$ cat src/sdmrb_pkg.sv
package sdmrb_pkg;
  localparam int COL_W = 10;
  localparam int ADDR_W = 13;
  localparam int WORD_W = 13;
  localparam int BL_LSB = 0;
  localparam int BO_BIT = 3;
  localparam int RL_LSB = 4;
  localparam int OP_LO_BIT = 7;
  localparam int OP_HI_BIT = 8;
  localparam int WB_BIT = 9;
  localparam logic [2:0] BL_1 = 3'h0;
  localparam logic [2:0] BL_2 = 3'h1;
  localparam logic [2:0] BL_4 = 3'h2;
  localparam logic [2:0] BL_8 = 3'h3;
  localparam logic [2:0] BL_PAGE = 3'h7;
  localparam logic [2:0] RL_2 = 3'h2;
  localparam logic [2:0] RL_3 = 3'h3;
  localparam logic [10:0] PAGE_LEN = 11'h400;
  localparam logic [WORD_W-1:0] MODE_RST = 13'h0032;
  // command encodings as {cs_n, ras_n, cas_n, we_n}
  localparam logic [3:0] CMD_LOAD = 4'h0;
  localparam logic [3:0] CMD_READ = 4'h5;
  localparam logic [3:0] CMD_WRITE = 4'h4;
  localparam logic [3:0] CMD_TERM = 4'h6;
  localparam int FIFO_DEPTH = 8;
  localparam int DATA_W = 16;
endpackage

$ cat src/sdmrb_col_if.sv
`timescale 1ns/1ps
// column address stream from sequencer into fifo and out
interface sdmrb_col_if #(parameter int W = 12);
  logic valid;
  logic ready;
  logic [W-1:0] data;
  modport src (output valid, output data, input ready);
  modport snk (input valid, input data, output ready);
endinterface

$ cat src/sdmrb_top.sv
`timescale 1ns/1ps
module sdmrb_top #(
  parameter int DEPTH = sdmrb_pkg::FIFO_DEPTH
) (
  input wire logic mclk, // system clock, 125 MHz
  input wire logic rst, // async reset, active high
  input wire logic cs_n, // chip select, low active
  input wire logic ras_n, // row strobe, low active
  input wire logic cas_n, // column strobe, low active
  input wire logic we_n, // write enable, low active
  input wire logic [sdmrb_pkg::ADDR_W-1:0] addr, // address inputs
  output logic [sdmrb_pkg::WORD_W-1:0] mode_word, // stored settings word
  output logic col_valid, // column access available
  input wire logic col_ready, // array side takes column
  output logic [sdmrb_pkg::COL_W-1:0] col_addr, // column being accessed
  output logic col_is_write, // column belongs to a write burst
  output logic dq_drive, // data outputs driving
  output logic dq_valid, // one-cycle pulse at the first read data valid edge
  output logic burst_active, // sequencer busy
  output logic normal_mode // op select bits both zero
);
  import sdmrb_pkg::*;

  typedef enum logic [1:0] {
    SDMRB_IDLE = 2'b01,
    SDMRB_RUN = 2'b10
  } sdmrb_state_t;

  logic [WORD_W-1:0] mode_q, mode_d;
  sdmrb_state_t st_q, st_d;
  logic [COL_W-1:0] start_q, start_d;
  logic [10:0] idx_q, idx_d, len_q, len_d;
  logic wr_q, wr_d, ilv_q, ilv_d;
  logic [3:0] rd_pipe_q, rd_pipe_d;
  logic [3:0] cmd;
  logic is_load, is_read, is_write, is_term, stall;
  logic [2:0] bl_f, rl_f;
  logic [COL_W-1:0] cur_col;
  sdmrb_col_if #(.W(COL_W + 1)) seq_if ();
  sdmrb_col_if #(.W(COL_W + 1)) out_if ();

  // burst length decode; reserved codes and interleaved full page fall back to one
  function automatic logic [10:0] burst_len(input logic [2:0] code, input logic ilv);
    case (code)
      BL_1: burst_len = 11'h001;
      BL_2: burst_len = 11'h002;
      BL_4: burst_len = 11'h004;
      BL_8: burst_len = 11'h008;
      BL_PAGE: burst_len = ilv ? 11'h001 : PAGE_LEN;
      default: burst_len = 11'h001;
    endcase
  endfunction

  // column of access i: upper bits hold the block, low bits wrap inside it
  function automatic logic [COL_W-1:0] col_of(input logic [COL_W-1:0] st,
      input logic [10:0] i, input logic [10:0] len, input logic ilv);
    logic [COL_W-1:0] mask;
    logic [COL_W-1:0] lo;
    mask = '0;
    lo = '0;
    mask = len[COL_W-1:0] - 1'b1; // full page yields all ones
    if (ilv) begin
      lo = st ^ i[COL_W-1:0];
    end else begin
      lo = st + i[COL_W-1:0];
    end
    col_of = (st & ~mask) | (lo & mask);
  endfunction

  assign cmd = {cs_n, ras_n, cas_n, we_n};
  assign is_load = (cmd == CMD_LOAD);
  assign is_read = (cmd == CMD_READ);
  assign is_write = (cmd == CMD_WRITE);
  assign is_term = (cmd == CMD_TERM);
  assign bl_f = mode_q[BL_LSB +: 3];
  assign rl_f = mode_q[RL_LSB +: 3];
  assign stall = !seq_if.ready; // fifo full holds the sequencer

  // mode word: only bits 0-11 are taken; bit 12 stays zero since it is undefined
  always_comb begin
    mode_d = mode_q;
    if (is_load) begin
      mode_d = {1'b0, addr[11:0]};
    end
  end

  // burst sequencer; a new read or write restarts, terminate ends early
  always_comb begin
    st_d = st_q;
    start_d = start_q;
    idx_d = idx_q;
    len_d = len_q;
    wr_d = wr_q;
    ilv_d = ilv_q;
    if (is_read || is_write) begin
      st_d = SDMRB_RUN;
      start_d = addr[COL_W-1:0];
      idx_d = '0;
      wr_d = is_write;
      ilv_d = mode_q[BO_BIT] && (bl_f != BL_1);
      if (is_write && mode_q[WB_BIT]) begin
        len_d = 11'h001;
      end else begin
        len_d = burst_len(bl_f, mode_q[BO_BIT]);
      end
    end else if (is_term) begin
      st_d = SDMRB_IDLE;
    end else begin
      case (st_q)
        SDMRB_IDLE: st_d = SDMRB_IDLE;
        SDMRB_RUN: begin
          if (!stall) begin
            idx_d = idx_q + 1'b1;
            if (idx_q + 1'b1 == len_q) begin
              st_d = SDMRB_IDLE;
            end
          end
        end
        default: st_d = SDMRB_IDLE;
      endcase
    end
  end

  // read latency pipe: bit k holds a read registered k edges before the latest edge
  always_comb begin
    rd_pipe_d = {rd_pipe_q[2:0], is_read};
  end

  always_ff @(posedge mclk or posedge rst) begin
    if (rst) begin
      mode_q <= MODE_RST;
      st_q <= SDMRB_IDLE;
      start_q <= '0;
      idx_q <= '0;
      len_q <= 11'h001;
      wr_q <= 1'b0;
      ilv_q <= 1'b0;
      rd_pipe_q <= 4'h0;
    end else begin
      mode_q <= mode_d;
      st_q <= st_d;
      start_q <= start_d;
      idx_q <= idx_d;
      len_q <= len_d;
      wr_q <= wr_d;
      ilv_q <= ilv_d;
      rd_pipe_q <= rd_pipe_d;
    end
  end

  assign cur_col = col_of(start_q, idx_q, len_q, ilv_q);
  assign seq_if.valid = (st_q == SDMRB_RUN);
  assign seq_if.data = {wr_q, cur_col};

  sdmrb_fifo #(.W(COL_W + 1), .DEPTH(DEPTH)) u_fifo (
    .mclk(mclk),
    .rst(rst),
    .in_p(seq_if),
    .out_p(out_if)
  );

  assign out_if.ready = col_ready;
  assign col_valid = out_if.valid;
  assign col_addr = out_if.data[COL_W-1:0];
  assign col_is_write = out_if.data[COL_W];
  assign mode_word = mode_q;
  assign burst_active = (st_q == SDMRB_RUN);
  assign normal_mode = !mode_q[OP_LO_BIT] && !mode_q[OP_HI_BIT];

  // drive rises after edge n+m-1, valid after edge n+m; reserved codes act as three
  always_comb begin
    if (rl_f == RL_2) begin
      dq_drive = rd_pipe_q[1];
      dq_valid = rd_pipe_q[2];
    end else begin
      dq_drive = rd_pipe_q[2];
      dq_valid = rd_pipe_q[3];
    end
  end

  // stored word: held between loads, bits 0-11 taken from the pins on a load

  property p_mode_hold;
    @(posedge mclk) disable iff (rst) !is_load |=> mode_q == $past(mode_q);
  endproperty
  a_mode_hold: assert property (p_mode_hold) else $error("mode word changed");

  property p_mode_load;
    @(posedge mclk) disable iff (rst) is_load |=> mode_q[11:0] == $past(addr[11:0]);
  endproperty
  a_mode_load: assert property (p_mode_load) else $error("load not stored");

  // read latency: a load in flight would change the mux, so those cases are left out
  property p_lat2;
    @(posedge mclk) disable iff (rst)
      (is_read && rl_f == RL_2 && !is_load) ##1 (!is_load) [*2] |-> dq_drive ##1 dq_valid;
  endproperty
  a_lat2: assert property (p_lat2) else $error("latency two wrong");

  property p_lat3;
    @(posedge mclk) disable iff (rst)
      (is_read && rl_f == RL_3 && !is_load) ##1 (!is_load) [*3] |-> dq_drive ##1 dq_valid;
  endproperty
  a_lat3: assert property (p_lat3) else $error("latency three wrong");

  // burst length and write burst mode
  property p_single_write;
    @(posedge mclk) disable iff (rst)
      (is_write && mode_q[WB_BIT]) |=> len_q == 11'h001;
  endproperty
  a_single_write: assert property (p_single_write) else $error("write not single");

  // column order: block bits fixed, low bits counted or xored
  property p_block_stay;
    @(posedge mclk) disable iff (rst)
      (st_q == SDMRB_RUN && len_q == 11'h008) |-> cur_col[9:3] == start_q[9:3];
  endproperty
  a_block_stay: assert property (p_block_stay) else $error("left block");

  property p_len1_exact;
    @(posedge mclk) disable iff (rst)
      (st_q == SDMRB_RUN && len_q == 11'h001) |-> cur_col == start_q;
  endproperty
  a_len1_exact: assert property (p_len1_exact) else $error("length one moved");

  property p_ilv;
    @(posedge mclk) disable iff (rst)
      (st_q == SDMRB_RUN && ilv_q && len_q == 11'h004) |->
        cur_col[1:0] == (start_q[1:0] ^ idx_q[1:0]);
  endproperty
  a_ilv: assert property (p_ilv) else $error("interleave order");

  property p_seq;
    @(posedge mclk) disable iff (rst)
      (st_q == SDMRB_RUN && !ilv_q && len_q == 11'h004) |->
        cur_col[1:0] == start_q[1:0] + idx_q[1:0];
  endproperty
  a_seq: assert property (p_seq) else $error("sequential order");

  // mode flag judged against the pins loaded, not against the stored word
  property p_normal;
    @(posedge mclk) disable iff (rst)
      is_load |=> normal_mode == ($past(addr[8:7]) == 2'b00);
  endproperty
  a_normal: assert property (p_normal) else $error("mode decode");

  // more order checks: short blocks and the full page
  property p_blk2;
    @(posedge mclk) disable iff (rst)
      (st_q == SDMRB_RUN && len_q == 11'h002) |-> cur_col[9:1] == start_q[9:1];
  endproperty
  a_blk2: assert property (p_blk2) else $error("left block of two");

  property p_blk4;
    @(posedge mclk) disable iff (rst)
      (st_q == SDMRB_RUN && len_q == 11'h004) |-> cur_col[9:2] == start_q[9:2];
  endproperty
  a_blk4: assert property (p_blk4) else $error("left block of four");

  property p_page_step;
    @(posedge mclk) disable iff (rst)
      (st_q == SDMRB_RUN && len_q == PAGE_LEN) |-> cur_col == start_q + idx_q[COL_W-1:0];
  endproperty
  a_page_step: assert property (p_page_step) else $error("page order");

  property p_page_seq;
    @(posedge mclk) disable iff (rst)
      (st_q == SDMRB_RUN && len_q == PAGE_LEN) |-> !ilv_q;
  endproperty
  a_page_seq: assert property (p_page_seq) else $error("interleaved page");

  // first access of every burst is the start column in either order
  property p_first_col;
    @(posedge mclk) disable iff (rst)
      (is_read || is_write) |=> cur_col == $past(addr[COL_W-1:0]);
  endproperty
  a_first_col: assert property (p_first_col) else $error("first column");

  // sequencer bookkeeping: never past the programmed length, stops on terminate
  property p_run_end;
    @(posedge mclk) disable iff (rst)
      (st_q == SDMRB_RUN) |-> idx_q < len_q;
  endproperty
  a_run_end: assert property (p_run_end) else $error("burst overran");

  property p_term_stop;
    @(posedge mclk) disable iff (rst)
      is_term |=> !burst_active;
  endproperty
  a_term_stop: assert property (p_term_stop) else $error("terminate ignored");

  property p_wr_burst;
    @(posedge mclk) disable iff (rst)
      (is_write && !mode_q[WB_BIT] && bl_f == BL_8) |=> len_q == 11'h008;
  endproperty
  a_wr_burst: assert property (p_wr_burst) else $error("write burst length");

  // covers for the main scenarios
  c_read: cover property (@(posedge mclk) disable iff (rst) is_read ##3 dq_valid);
  c_page: cover property (@(posedge mclk) disable iff (rst) st_q == SDMRB_RUN && len_q == PAGE_LEN);
  c_full: cover property (@(posedge mclk) disable iff (rst) !seq_if.ready);
  c_term: cover property (@(posedge mclk) disable iff (rst) st_q == SDMRB_RUN && is_term);
endmodule

$ cat src/sdmrb_fifo.sv
`timescale 1ns/1ps
// small synchronous fifo, full and empty honest, back-pressure via ready
module sdmrb_fifo #(
  parameter int W = 12,
  parameter int DEPTH = 8
) (
  input wire logic mclk, // clock
  input wire logic rst, // async reset, high
  sdmrb_col_if.snk in_p, // fill side
  sdmrb_col_if.src out_p // drain side
);
  localparam int AW = $clog2(DEPTH);
  logic [W-1:0] mem_q [DEPTH];
  logic [AW:0] wp_q, wp_d, rp_q, rp_d;
  logic full, empty, push, pop;

  // pointers carry one extra bit to tell full from empty
  always_comb begin
    full = (wp_q[AW] != rp_q[AW]) && (wp_q[AW-1:0] == rp_q[AW-1:0]);
    empty = (wp_q == rp_q);
    push = in_p.valid && !full;
    pop = out_p.ready && !empty;
    wp_d = push ? wp_q + 1'b1 : wp_q;
    rp_d = pop ? rp_q + 1'b1 : rp_q;
  end
  assign in_p.ready = !full;
  assign out_p.valid = !empty;
  assign out_p.data = mem_q[rp_q[AW-1:0]];

  always_ff @(posedge mclk or posedge rst) begin
    if (rst) begin
      wp_q <= '0;
      rp_q <= '0;
    end else begin
      wp_q <= wp_d;
      rp_q <= rp_d;
    end
  end
  // storage has no reset; empty flag guards reads
  always_ff @(posedge mclk) begin
    if (push) begin
      mem_q[wp_q[AW-1:0]] <= in_p.data;
    end
  end
endmodule

$ cat config.mk
export PLATFORM = sky130hd
export DESIGN_NAME = sdmrb_top
export DESIGN_NICKNAME = d
export VERILOG_FILES = /design/src/sdmrb_pkg.sv /design/src/sdmrb_col_if.sv /design/src/sdmrb_top.sv /design/src/sdmrb_fifo.sv
export SDC_FILE = /design/constraint.sdc
export NUM_CORES = 1
export LEC_CHECK = 0
export BUFFER_PORTS_ARGS = -buffer_cell sky130_fd_sc_hd__buf_4
export CORE_ASPECT_RATIO = 1.2
export CORE_MARGIN = 1.5
export CORE_UTILIZATION = 54
export DETAILED_ROUTE_END_ITERATION = 10
export PLACE_DENSITY = 0.82
export SLEW_MARGIN = 20
export SYNTH_ARGS = -nofsm -noshare
export SYNTH_HDL_FRONTEND = slang
export SYNTH_SLANG_ARGS = --single-unit
$ cat constraint.sdc
create_clock -name mclk -period 2.3 [get_ports mclk]
set_input_delay 0.23 -clock mclk [delete_from_list [all_inputs] [get_ports mclk]]
set_output_delay 0.23 -clock mclk [all_outputs]
set_load 0.005 [all_outputs]
# Yosys cells after proc, flatten, opt, wreduce, memory -nomap -nowiden
# Memories as Yosys holds them, arrays and structs flattened.
# Cells that the tools add are included.
word_totals:
  output_inout_bits: 29
  romBits: 0
  latchBits: 0
  mem_count: 1
  ram_bits: 88
  register_bits: 60
op_classes:
  n_lt_le_gt_ge: 0
  multipliers: 0
  shift: 0
  n_addsub: 5
  bitwise: 5
  div_mod_pow: 0
  n_reduce_logical: 16
  mux: 17
  n_eq_ne: 17
memory_table:
  columns: ["memory", "words", "width", "rd", "rd_ports_with_merged_regs", "wr", "line", "rtl"]
  rows:
  - ["u_fifo.mem_q", 8, 11, 1, 0, 1, "sdmrb_fifo.sv:13", "logic [W-1:0] mem_q [DEPTH];"]
op_table:
  columns: ["cell", "count"]
  rows:
  - ["$mux W11", 6]
  - ["$pmux W11 S4", 1]
  - ["$and A10 B10 Y10", 2]
  - ["$eq A4 B3 Y1 const B", 3]
  - ["$add A11 B1 Y11 const B", 1]
  - ["$eq A11 B11 Y1", 1]
  - ["$add A10 B10 Y10", 1]
  - ["$mux W10", 1]
  - ["$mux W2", 5]
  - ["$not A10 Y10", 1]
  - ["$or A10 B10 Y10", 1]
  - ["$sub A10 B1 Y10 const B", 1]
  - ["$xor A10 B10 Y10", 1]
  - ["$eq A3 B2 Y1 const B", 3]
  - ["$add A4 B1 Y4 const B", 2]
  - ["$ne A4 B4 Y1 const B", 2]
  - ["$logic_and A1 B1 Y1", 6]
  - ["$eq A4 B4 Y1", 1]
  - ["$logic_not A1 Y1", 4]
  - ["$logic_not A4 Y1", 1]
  - ["$mux W1", 4]
  - ["$ne A2 B1 Y1 const B", 2]
  - ["$eq A3 B1 Y1 const B", 1]
  - ["$eq A3 B3 Y1", 1]
  - ["8 further kinds", 8]

# Longest topological paths before layout
# Gate-level depths: netlist (run 1).
depth:
  word_depth: 7
  mapped_depth: 8
  ltp_nobuf: 8

# Cells and area by module
# From an unflattened synthesis (run 1), not the netlist that was laid out.
unflattened:
  hier_cells: 479
  hier_area_um2: 6712.7
by_module_without_submodules:
  columns: ["mod", "area_each_um2", "cells_each", "n_inst", "seq_area_each_um2"]
  rows:
  - ["sdmrb_fifo", 4001.3, 190, 1, 2842.7]
  - ["sdmrb_top", 2711.4, 289, 1, 1157.4]

# Worst setup path before layout (run 1)
# No wires, ideal clock.
synth_timing:
  kind: "register -> register"
  from: "register u_fifo.rp_q[0]"
  to: "memory u_fifo.mem_q[0][0] in the netlist's numbering, enable pin"
  arrival_time_ns: 1.934
  period_less_slack_ns: 2.327
  t_required_ns: 1.907
  path_stages_with_launch: 7
  slack_ns: -0.027
  cell_sequence: "dfrtp_1 -> buf_4 -> xnor2_1 -> a41oi_2 -> buf_6 -> nand2b_1 -> nor3_1"
synth_via:
  elab_chain_len: 6
synth_rtl:
  columns: ["item", "line", "rtl"]
  rows:
  - ["from (decl)", "sdmrb_fifo.sv:14", "logic [AW:0] wp_q, wp_d, rp_q, rp_d;"]
  - ["from (signal assigned)", "sdmrb_fifo.sv:36", "rp_q <= rp_d;"]
  - ["$eq A3 B3 Y1", "sdmrb_fifo.sv:19", "full = (wp_q[AW] != rp_q[AW]) && (wp_q[AW-1:0] == rp_q[AW-1:0]);"]
  - ["$logic_and A1 B1 Y1", "sdmrb_fifo.sv:19", null]
  - ["$logic_not A1 Y1", "sdmrb_fifo.sv:21", "push = in_p.valid && !full;"]
  - ["$logic_and A1 B1 Y1", "sdmrb_fifo.sv:21", null]
  - ["$mux W1", "sdmrb_fifo.sv:41", "if (push) begin"]
  - ["$mux W1 (not written as such)", "sdmrb_fifo.sv:42", "mem_q[wp_q[AW-1:0]] <= in_p.data;"]
  - ["to (decl)", "sdmrb_fifo.sv:13", null]
# Every way passes these cells.

# Worst setup path in the final report (run 1)
layout_timing:
  from: "register u_fifo.rp_q[0]"
  to: "output port col_addr[9] in the netlist's numbering"
layout_via:
  elab_chain_len: 1
layout_rtl:
  columns: ["item", "line", "rtl"]
  rows:
  - ["$mem_v2 Z8 W11", null, null]
  - ["to (decl)", "sdmrb_top.sv:15", "output logic [sdmrb_pkg::COL_W-1:0] col_addr,"]
# Every way passes these cells.

==> impl_metrics.py, run 1 <==
metrics = {
    "die": {
        "die_w_um": 103,
        "die_height_um": 123,
        "core_um2": 11700,
        "die-area_um2": 12700,
        "initial_core_util_pct": 55.7,
        "boundaryPins": 49,
        "rows": 43,
    },
    "placement": {
        "preCtsSetupSlack_ns": -0.289,
        "portBuffers": 46,
        "place_hpwl_mm": 8.93,
        "gp_congestion": 0.836,
        "placed_area_um2": 7210,
    },
    "synthesis": {
        "ys_types": 59,
        "sequential_element_share_of_the_synthesized_area_pct": 61.5,
        "number_of_warnings_printed_during_yosys_synthesis": 0,
        "post_synth.cell_area_avg_um2": 13.9,
        "synthesis.instances": 468,
        "ys_ff_latch": 142,
        "share_of_async_settable_or_async_resettable_flops_after_synthesis_pct": 38.0,
        "mappedNetlistArea_um2": 6500,
        "ys_dominant_reg_cell": "sky130_fd_sc_hd__edfxtp_1",
        "synth_enable_flop_cells": 88,
        "postSynthNetCount": 503,
    },
    "cells_and_area": {
        "layout.cell_area.non_filler_um2": 8060,
        "finish.net_count": 589,
        "post_route_cells_drive_above_1_share_pct": 36.0,
        "number_of_fill_cells_in_the_layout": 766,
        "finalCoreUtilization_pct": 69.1,
        "highest_count_cells_in_the_layout_ignoring_fill_and_taps": "sky130_fd_sc_hd__edfxtp_1 (88), sky130_fd_sc_hd__buf_4 (78), sky130_fd_sc_hd__nand2_1 (56)",
        "antenna_cells": 0,
        "syn2layout_area_growth_pct": 24.0,
        "layout.cells.most_common": "sky130_fd_sc_hd__edfxtp_1",
    },
    "setup_path": {
        "reg2reg_depth": 7,
        "endpoint_kind": "output pin",
        "crit-reg2reg-capture": "u_fifo.mem_q[1][9]",
        "timing_worst_setup_path_type": "reg2out",
        "critPathArrivalTime_ns": 2.07,
        "r2r_slack_ns": 0.06,
        "setup.worst_path.start_class": "register",
        "timing.critical_path.from": "u_fifo.rp_q[0]",
        "critical_path.reg2reg.startpoint": "idx_q[5]",
        "crit_path_max_fanout": 11,
        "cp.required_ns": 2.07,
    },
    "sta": {
        "final-max-slew-violation-count": 0,
        "total_setup_violations_reported_at_the_end_of_the_flow": 1,
        "max-slew-margin-rel_pct": 53.9,
        "post-route-period-util_pct": 100,
        "fin_worst_hold_slack_ns": -0.00535,
        "post-route-min-period_ns": 2.30,
        "report.final.hold_viol_count": 3,
        "worst_pin_slew_ns": 0.686,
        "max_frequency_mhz": 434,
        "finClkSkew_ns": 0.00873,
        "final.setup.worst_slack_ns": -0.00473,
        "unrepaired_setup_endpoints_after_global_routing": "yes",
    },
    "cts": {
        "cts_hold_repair.buffers": 0,
        "clock_tree.root_cell": "sky130_fd_sc_hd__clkbuf_16",
        "cts_tree": "built",
        "clkLatencyLatePin_ns": 0.42,
        "clock_sink_count": 142,
        "clock_tree.buffer_depth": 2,
        "tritoncts.num_buffers": 17,
        "htree_num_levels": 4,
        "clkSlewWorstSetupHoldPaths_ns": 0.07,
    },
    "detailed_routing": {
        "drt-initial-drc-count": 306,
        "route.antenna.remaining_nets": 0,
        "remaining_drc_errors": 0,
        "vias_per_cell": 5.78,
        "routedWlPerCell_um": 20.8,
        "drt-pass1-iter-count": 5,
        "routed-via-count": 4183,
        "postRouteWirelength_mm": 15.1,
    },
    "power": {
        "total_power_mw": 8.83,
        "vdd_ir_drop_max_mv": 0.606,
        "p_leak_nw": 3.26,
        "power-per-cell-area_nw_per_um2": 1090,
    },
    "flow_run": {
        "cap_viol_max_count": 0,
    },
    "status": {
        "status": "complete, but fails checks",
        "failed_checks": "hold timing, setup timing",
    },
    "global_route": {
        "global_route.usage.total_pct": 25.4,
        "globalRouteOverflowTotal": 0,
        "grt_start_max_net_pins": 55,
        "initial_antenna_violation_count": 0,
        "grt_pass1_vias": 4231,
        "grt_first_pass_wirelength_mm": 23.1,
    },
    "min_path": {
        "timing.hold.worst.class": "in2async",
    },
}
-- per-stage QoR --
| stage | setup TNS, ns | instances | hold WS [ns] |
|---|---|---|---|
| 2_1_floorplan | 0 | 468 | 0.331 |
| 3_3_place_gp | -2.98 | 683 | 0.338 |
| 3_5_place_dp | -7.83 | 683 | 0.343 |
| 4_1_cts | 0 | 719 | 0.00466 |
| 5_1_grt | -1.01 | 724 | 0.00812 |
| 6_report | -0.00473 | 724 | -0.00535 |
-- logic make-up after synthesis --
| group | share of synthesized area (%) |
|---|---|
| fa+ha+maj | 3.00 |
| buf+inv | 2.33 |
| other cells | 0.0576 |
| mux | 12.8 |
| compound gates | 5.27 |
| flops | 61.5 |
| xor+xnor | 4.58 |
| simple gates | 10.5 |
-- timing repair --
action,CTS,global route
setup endpoints to repair,51,63
gates resized for setup,12,24
pin swaps,1,8
cloned,1,1
buffers inserted,3,4
-- area by class of cell --
cell class | count | area, um^2 | area share (%)
flip-flops and latches | 142 | 4000 | 49.6
multi-input cells | 294 | 2460 | 30.5
repair buffers | 88 | 737 | 9.14
inverters | 11 | 41.3 | 0.512
clock inverters | 15 | 199 | 2.47
well taps | 157 | 196 | 2.44
clock buffers | 17 | 425 | 5.28
-- critical path, stage by stage (launching register included) --
cell	delay, ns
sky130_fd_sc_hd__dfrtp_2	0.51
sky130_fd_sc_hd__buf_16	0.19
sky130_fd_sc_hd__mux4_2	0.52
sky130_fd_sc_hd__mux2_2	0.29
sky130_fd_sc_hd__buf_4	0.14
-- report_power, final --
group / leakage (nW) / switching, mW / total (mW) / internal [mW]
clock: 0.305 / 1.16 / 2.91 / 1.75
combinational: 1.48 / 1.15 / 2.57 / 1.42
sequential: 1.48 / 0.272 / 3.35 / 3.08
-- cell usage after synthesis, types with 7 or more instances --
cell type / instances / area share (%)
sky130_fd_sc_hd__a21oi_1: 13 / 1.0
sky130_fd_sc_hd__clkbuf_1: 7 / 0.40
sky130_fd_sc_hd__dfrtp_1: 49 / 19
sky130_fd_sc_hd__edfxtp_1: 88 / 41
sky130_fd_sc_hd__ha_1: 14 / 2.7
sky130_fd_sc_hd__inv_1: 11 / 0.63
sky130_fd_sc_hd__mux2_2: 27 / 4.7
sky130_fd_sc_hd__mux4_2: 22 / 7.6
sky130_fd_sc_hd__nand2_1: 56 / 3.2
sky130_fd_sc_hd__nand3_1: 7 / 0.54
sky130_fd_sc_hd__nand4_1: 8 / 0.77
sky130_fd_sc_hd__nor2_1: 31 / 1.8
sky130_fd_sc_hd__o21ai_0: 19 / 1.5
sky130_fd_sc_hd__xnor2_1: 21 / 2.8
sky130_fd_sc_hd__xor2_1: 13 / 1.8
-- sequential cells by signal, indices dropped and copies added, names as in the netlist --
name          flops
mode_word        12
idx_q            11
u_fifo.wp_q       4
wr_q              1
st_q              2
len_q             5
u_fifo.rp_q       4
start_q          10
ilv_q             1
u_fifo.mem_q     88
rd_pipe_q         4
-- layer usage --
layer  share of wire, %  global-route usage [%]  wire length, um
met3                5.7                    6.39              856
met2                 52                    43.4             7910
met4                3.4                    8.61              519
met5                  0                       0                0
met1                 38                    31.6             5800
-- worst max-delay path by stage --
| stage | endpoint | slack (ns) | cells past startpoint |
|---|---|---|---|
| floorplan | u_fifo.mem_q[0][6] | 0.006 | 8 |
| global placement | u_fifo.mem_q[4][6] | -0.13 | 8 |
| detailed placement | u_fifo.mem_q[7][4] | -0.29 | 7 |
| CTS | u_fifo.mem_q[0][5] | 0.005 | 7 |
| global route | col_addr[9] | -0.07 | 4 |
| finish | col_addr[9] | -0.005 | 4 |
No activity file was read; power rests on OpenSTA's default activity.
==> run 2, diff against run 1 <==
--- a/config.mk
+++ b/config.mk
@@ -8,9 +8,10 @@
 export BUFFER_PORTS_ARGS = -buffer_cell sky130_fd_sc_hd__buf_4
 export CORE_ASPECT_RATIO = 1.2
 export CORE_MARGIN = 1.5
-export CORE_UTILIZATION = 54
+export CORE_UTILIZATION = 56
+export CTS_BUF_LIST = sky130_fd_sc_hd__clkbuf_8
 export DETAILED_ROUTE_END_ITERATION = 10
-export PLACE_DENSITY = 0.82
+export PLACE_DENSITY = 0.84
 export SLEW_MARGIN = 20
 export SYNTH_ARGS = -nofsm -noshare
 export SYNTH_HDL_FRONTEND = slang
==> constraint.sdc (replaced) <==
create_clock -name mclk -period 2.3 [get_ports mclk]
set_input_delay 0.46 -clock mclk [delete_from_list [all_inputs] [get_ports mclk]]
set_output_delay 0.46 -clock mclk [all_outputs]
set_load 0.005 [all_outputs]
==> run 2 against run 1 <==
The run ends with setup timing left; sequential cell count stayed put; cell area is 3.2% lower; combinational power is 2% lower; register-to-register slack better by 0.04 ns; critical endpoint is now col_addr[6]; clock-buffer cell count stayed put; clock skew is 0.0047 ns higher.
==> impl_metrics.py, run 2 (synthesis gave the netlist of run 1 again) <==
metrics = {
    "status": {
        "status": "complete, but fails checks",
        "failed_checks": "setup timing",
    },
    "setup_path": {
        "setup.worst_path.start_class": "register",
        "critPathTopFamily": "multiplexers",
        "cp.required_ns": 1.84,
        "crit_path_max_incr_delay_ns": 0.53,
        "r2r_slack_ns": 0.10,
        "crit_path_max_fanout": 10,
        "timing_worst_setup_path_type": "reg2out",
        "endpoint_kind": "output pin",
        "critPathArrivalTime_ns": 1.99,
        "crit_chain": "buf_12 > mux4_2 > mux2_4 > buf_6",
        "cp_bufs_invs": 2,
        "critical-path-slowest-cell": "sky130_fd_sc_hd__mux4_2",
    },
    "global_route": {
        "grt_start_max_net_pins": 55,
        "grt_first_pass_wirelength_mm": 21.1,
        "global_route.usage.total_pct": 23.4,
        "grt_use_met3_pct": 6.11,
        "grt_pass1_vias": 4217,
        "busiest_layer": "met2",
        "initial_antenna_violation_count": 0,
        "grt_util_met2_pct": 40.8,
        "met1_usage_pct": 27.7,
        "globalRouteOverflowTotal": 0,
    },
    "cells_and_area": {
        "finalCoreUtilization_pct": 69.7,
        "finish.net_count": 585,
        "antenna_cells": 0,
        "layout.cells.most_common": "sky130_fd_sc_hd__edfxtp_1",
        "largest_register_ff_count": 88,
        "syn2layout_area_growth_pct": 20.0,
        "final_cells": 716,
        "post_route_cells_drive_above_1_share_pct": 35.6,
        "highest_count_cells_in_the_layout_ignoring_fill_and_taps": "sky130_fd_sc_hd__edfxtp_1 (88), sky130_fd_sc_hd__buf_4 (73), sky130_fd_sc_hd__nand2_1 (56)",
    },
    "sta": {
        "report.final.hold_viol_count": 0,
        "unrepaired_setup_endpoints_after_global_routing": "yes",
        "max-slew-margin-rel_pct": 45.3,
        "post-route-min-period_ns": 2.45,
        "finClkSkew_ns": 0.0134,
        "max_frequency_mhz": 409,
        "worst_pin_slew_ns": 0.811,
        "post-route-period-util_pct": 106,
        "final-max-slew-violation-count": 0,
        "final.setup.worst_slack_ns": -0.147,
        "total_setup_violations_reported_at_the_end_of_the_flow": 11,
    },
    "die": {
        "rows": 42,
        "die-area_um2": 12300,
        "die_height_um": 121,
        "core_um2": 11200,
        "boundaryPins": 49,
        "initial_core_util_pct": 58.1,
        "die_w_um": 101,
    },
    "placement": {
        "portBuffers": 46,
        "place_hpwl_mm": 8.69,
        "gp_congestion": 0.838,
        "dp_cells": 682,
    },
    "detailed_routing": {
        "routedWlPerCell_um": 18.4,
        "routed-via-count": 4048,
        "remaining_drc_errors": 0,
        "drt-pass1-iter-count": 4,
        "drt-initial-drc-count": 256,
        "vias_per_cell": 5.65,
        "route.antenna.remaining_nets": 0,
        "postRouteWirelength_mm": 13.2,
    },
    "power": {
        "power_report.internal_total_mw": 5.55,
        "vdd_ir_drop_max_mv": 0.502,
        "p_sw_mw": 2.28,
        "seq_power_share_pct": 42.5,
        "power-per-cell-area_nw_per_um2": 1000,
        "p_leak_nw": 3.14,
        "p_clk_share_pct": 25.4,
        "pwr-share-comb_pct": 32.1,
        "power.share.switching_pct": 29.2,
    },
    "cts": {
        "cts_tree": "built",
        "clock_tree.root_cell": "sky130_fd_sc_hd__clkbuf_8",
        "clock_tree.buffer_depth": 2,
        "clkSlewWorstSetupHoldPaths_ns": 0.08,
        "clock_sink_count": 142,
        "tritoncts.num_buffers": 17,
        "htree_num_levels": 4,
        "clkLatencyLatePin_ns": 0.43,
    },
    "min_path": {
        "timing.hold.worst.class": "in2async",
    },
    "flow_run": {
        "cap_viol_max_count": 0,
    },
}
[run 2: repair_timing]
| item | CTS | global route |
|---|---|---|
| buffers inserted | 2 | 1 |
| gates cloned | 0 | 0 |
| hold buffers | 0 | 0 |
| pin swaps | 1 | 5 |
| resized for setup | 21 | 16 |
| setup endpoints to repair | 59 | 37 |
[run 2: power groups by stage]
stage | Sequential, mW | Clock [mW] | Combinational (mW)
after floorplan | 3.27 | 0 | 1.50
after global placement | 3.36 | 0 | 2.16
after detailed placement | 3.38 | 0 | 2.25
after CTS | 3.32 | 2.03 | 2.44
after global routing | 3.36 | 2.14 | 2.71
final | 3.33 | 1.99 | 2.51
[run 2: per-stage QoR]
stage / setup slack [ns] / area [um^2] / setup TNS (ns) / power [mW] / hold slack, ns
3_3_place_gp: -0.170 / 7250 / -3.17 / 5.52 / 0.340
6_report: -0.147 / 7800 / -1.27 / 7.83 / 0.193
5_1_grt: -0.220 / 7800 / -2.17 / 8.22 / 0.198
4_1_cts: -0.156 / 7740 / -1.59 / 7.79 / 0.200
3_5_place_dp: -0.275 / 7250 / -7.42 / 5.63 / 0.347
2_1_floorplan: 0.00606 / 6520 / 0 / 4.78 / 0.331
[run 2: layout make-up]
| class | count | area, um^2 |
|---|---|---|
| inverters | 11 | 41.3 |
| flip-flops and latches | 142 | 4000 |
| well taps | 154 | 193 |
| clock buffers | 17 | 234 |
| repair buffers | 84 | 698 |
| clock inverters | 14 | 168 |
| fillers | 747 | 3390 |
| multi-input cells | 294 | 2470 |
[run 2: worst paths after layout]
path | depth (start not counted) | start | to
min in group mclk | 3 | addr[8] | start_q[8]
worst max register to register | 8 | idx_q[6] | u_fifo.mem_q[3][9]
worst max-delay path | 4 | u_fifo.rp_q[0] | col_addr[6]
worst min register to register | 0 | rd_pipe_q[0] | rd_pipe_q[1]
max in group asynchronous | 3 | rst | u_fifo.rp_q[0]
worst min-delay path | 3 | rst | mode_word[10]
[run 2: metal layers]
metal | vias to the layer above | part of all wire [%]
met5 | - | 0
met4 | 0 | 2.6
met3 | 23 | 5.4
met2 | 131 | 53
met1 | 2004 | 39
li1 | 1890 | -
[run 2: worst min-delay path: cells and delay by family]
kind / cells / cell delay, ns
buffers and inverters: 3 / 0.66
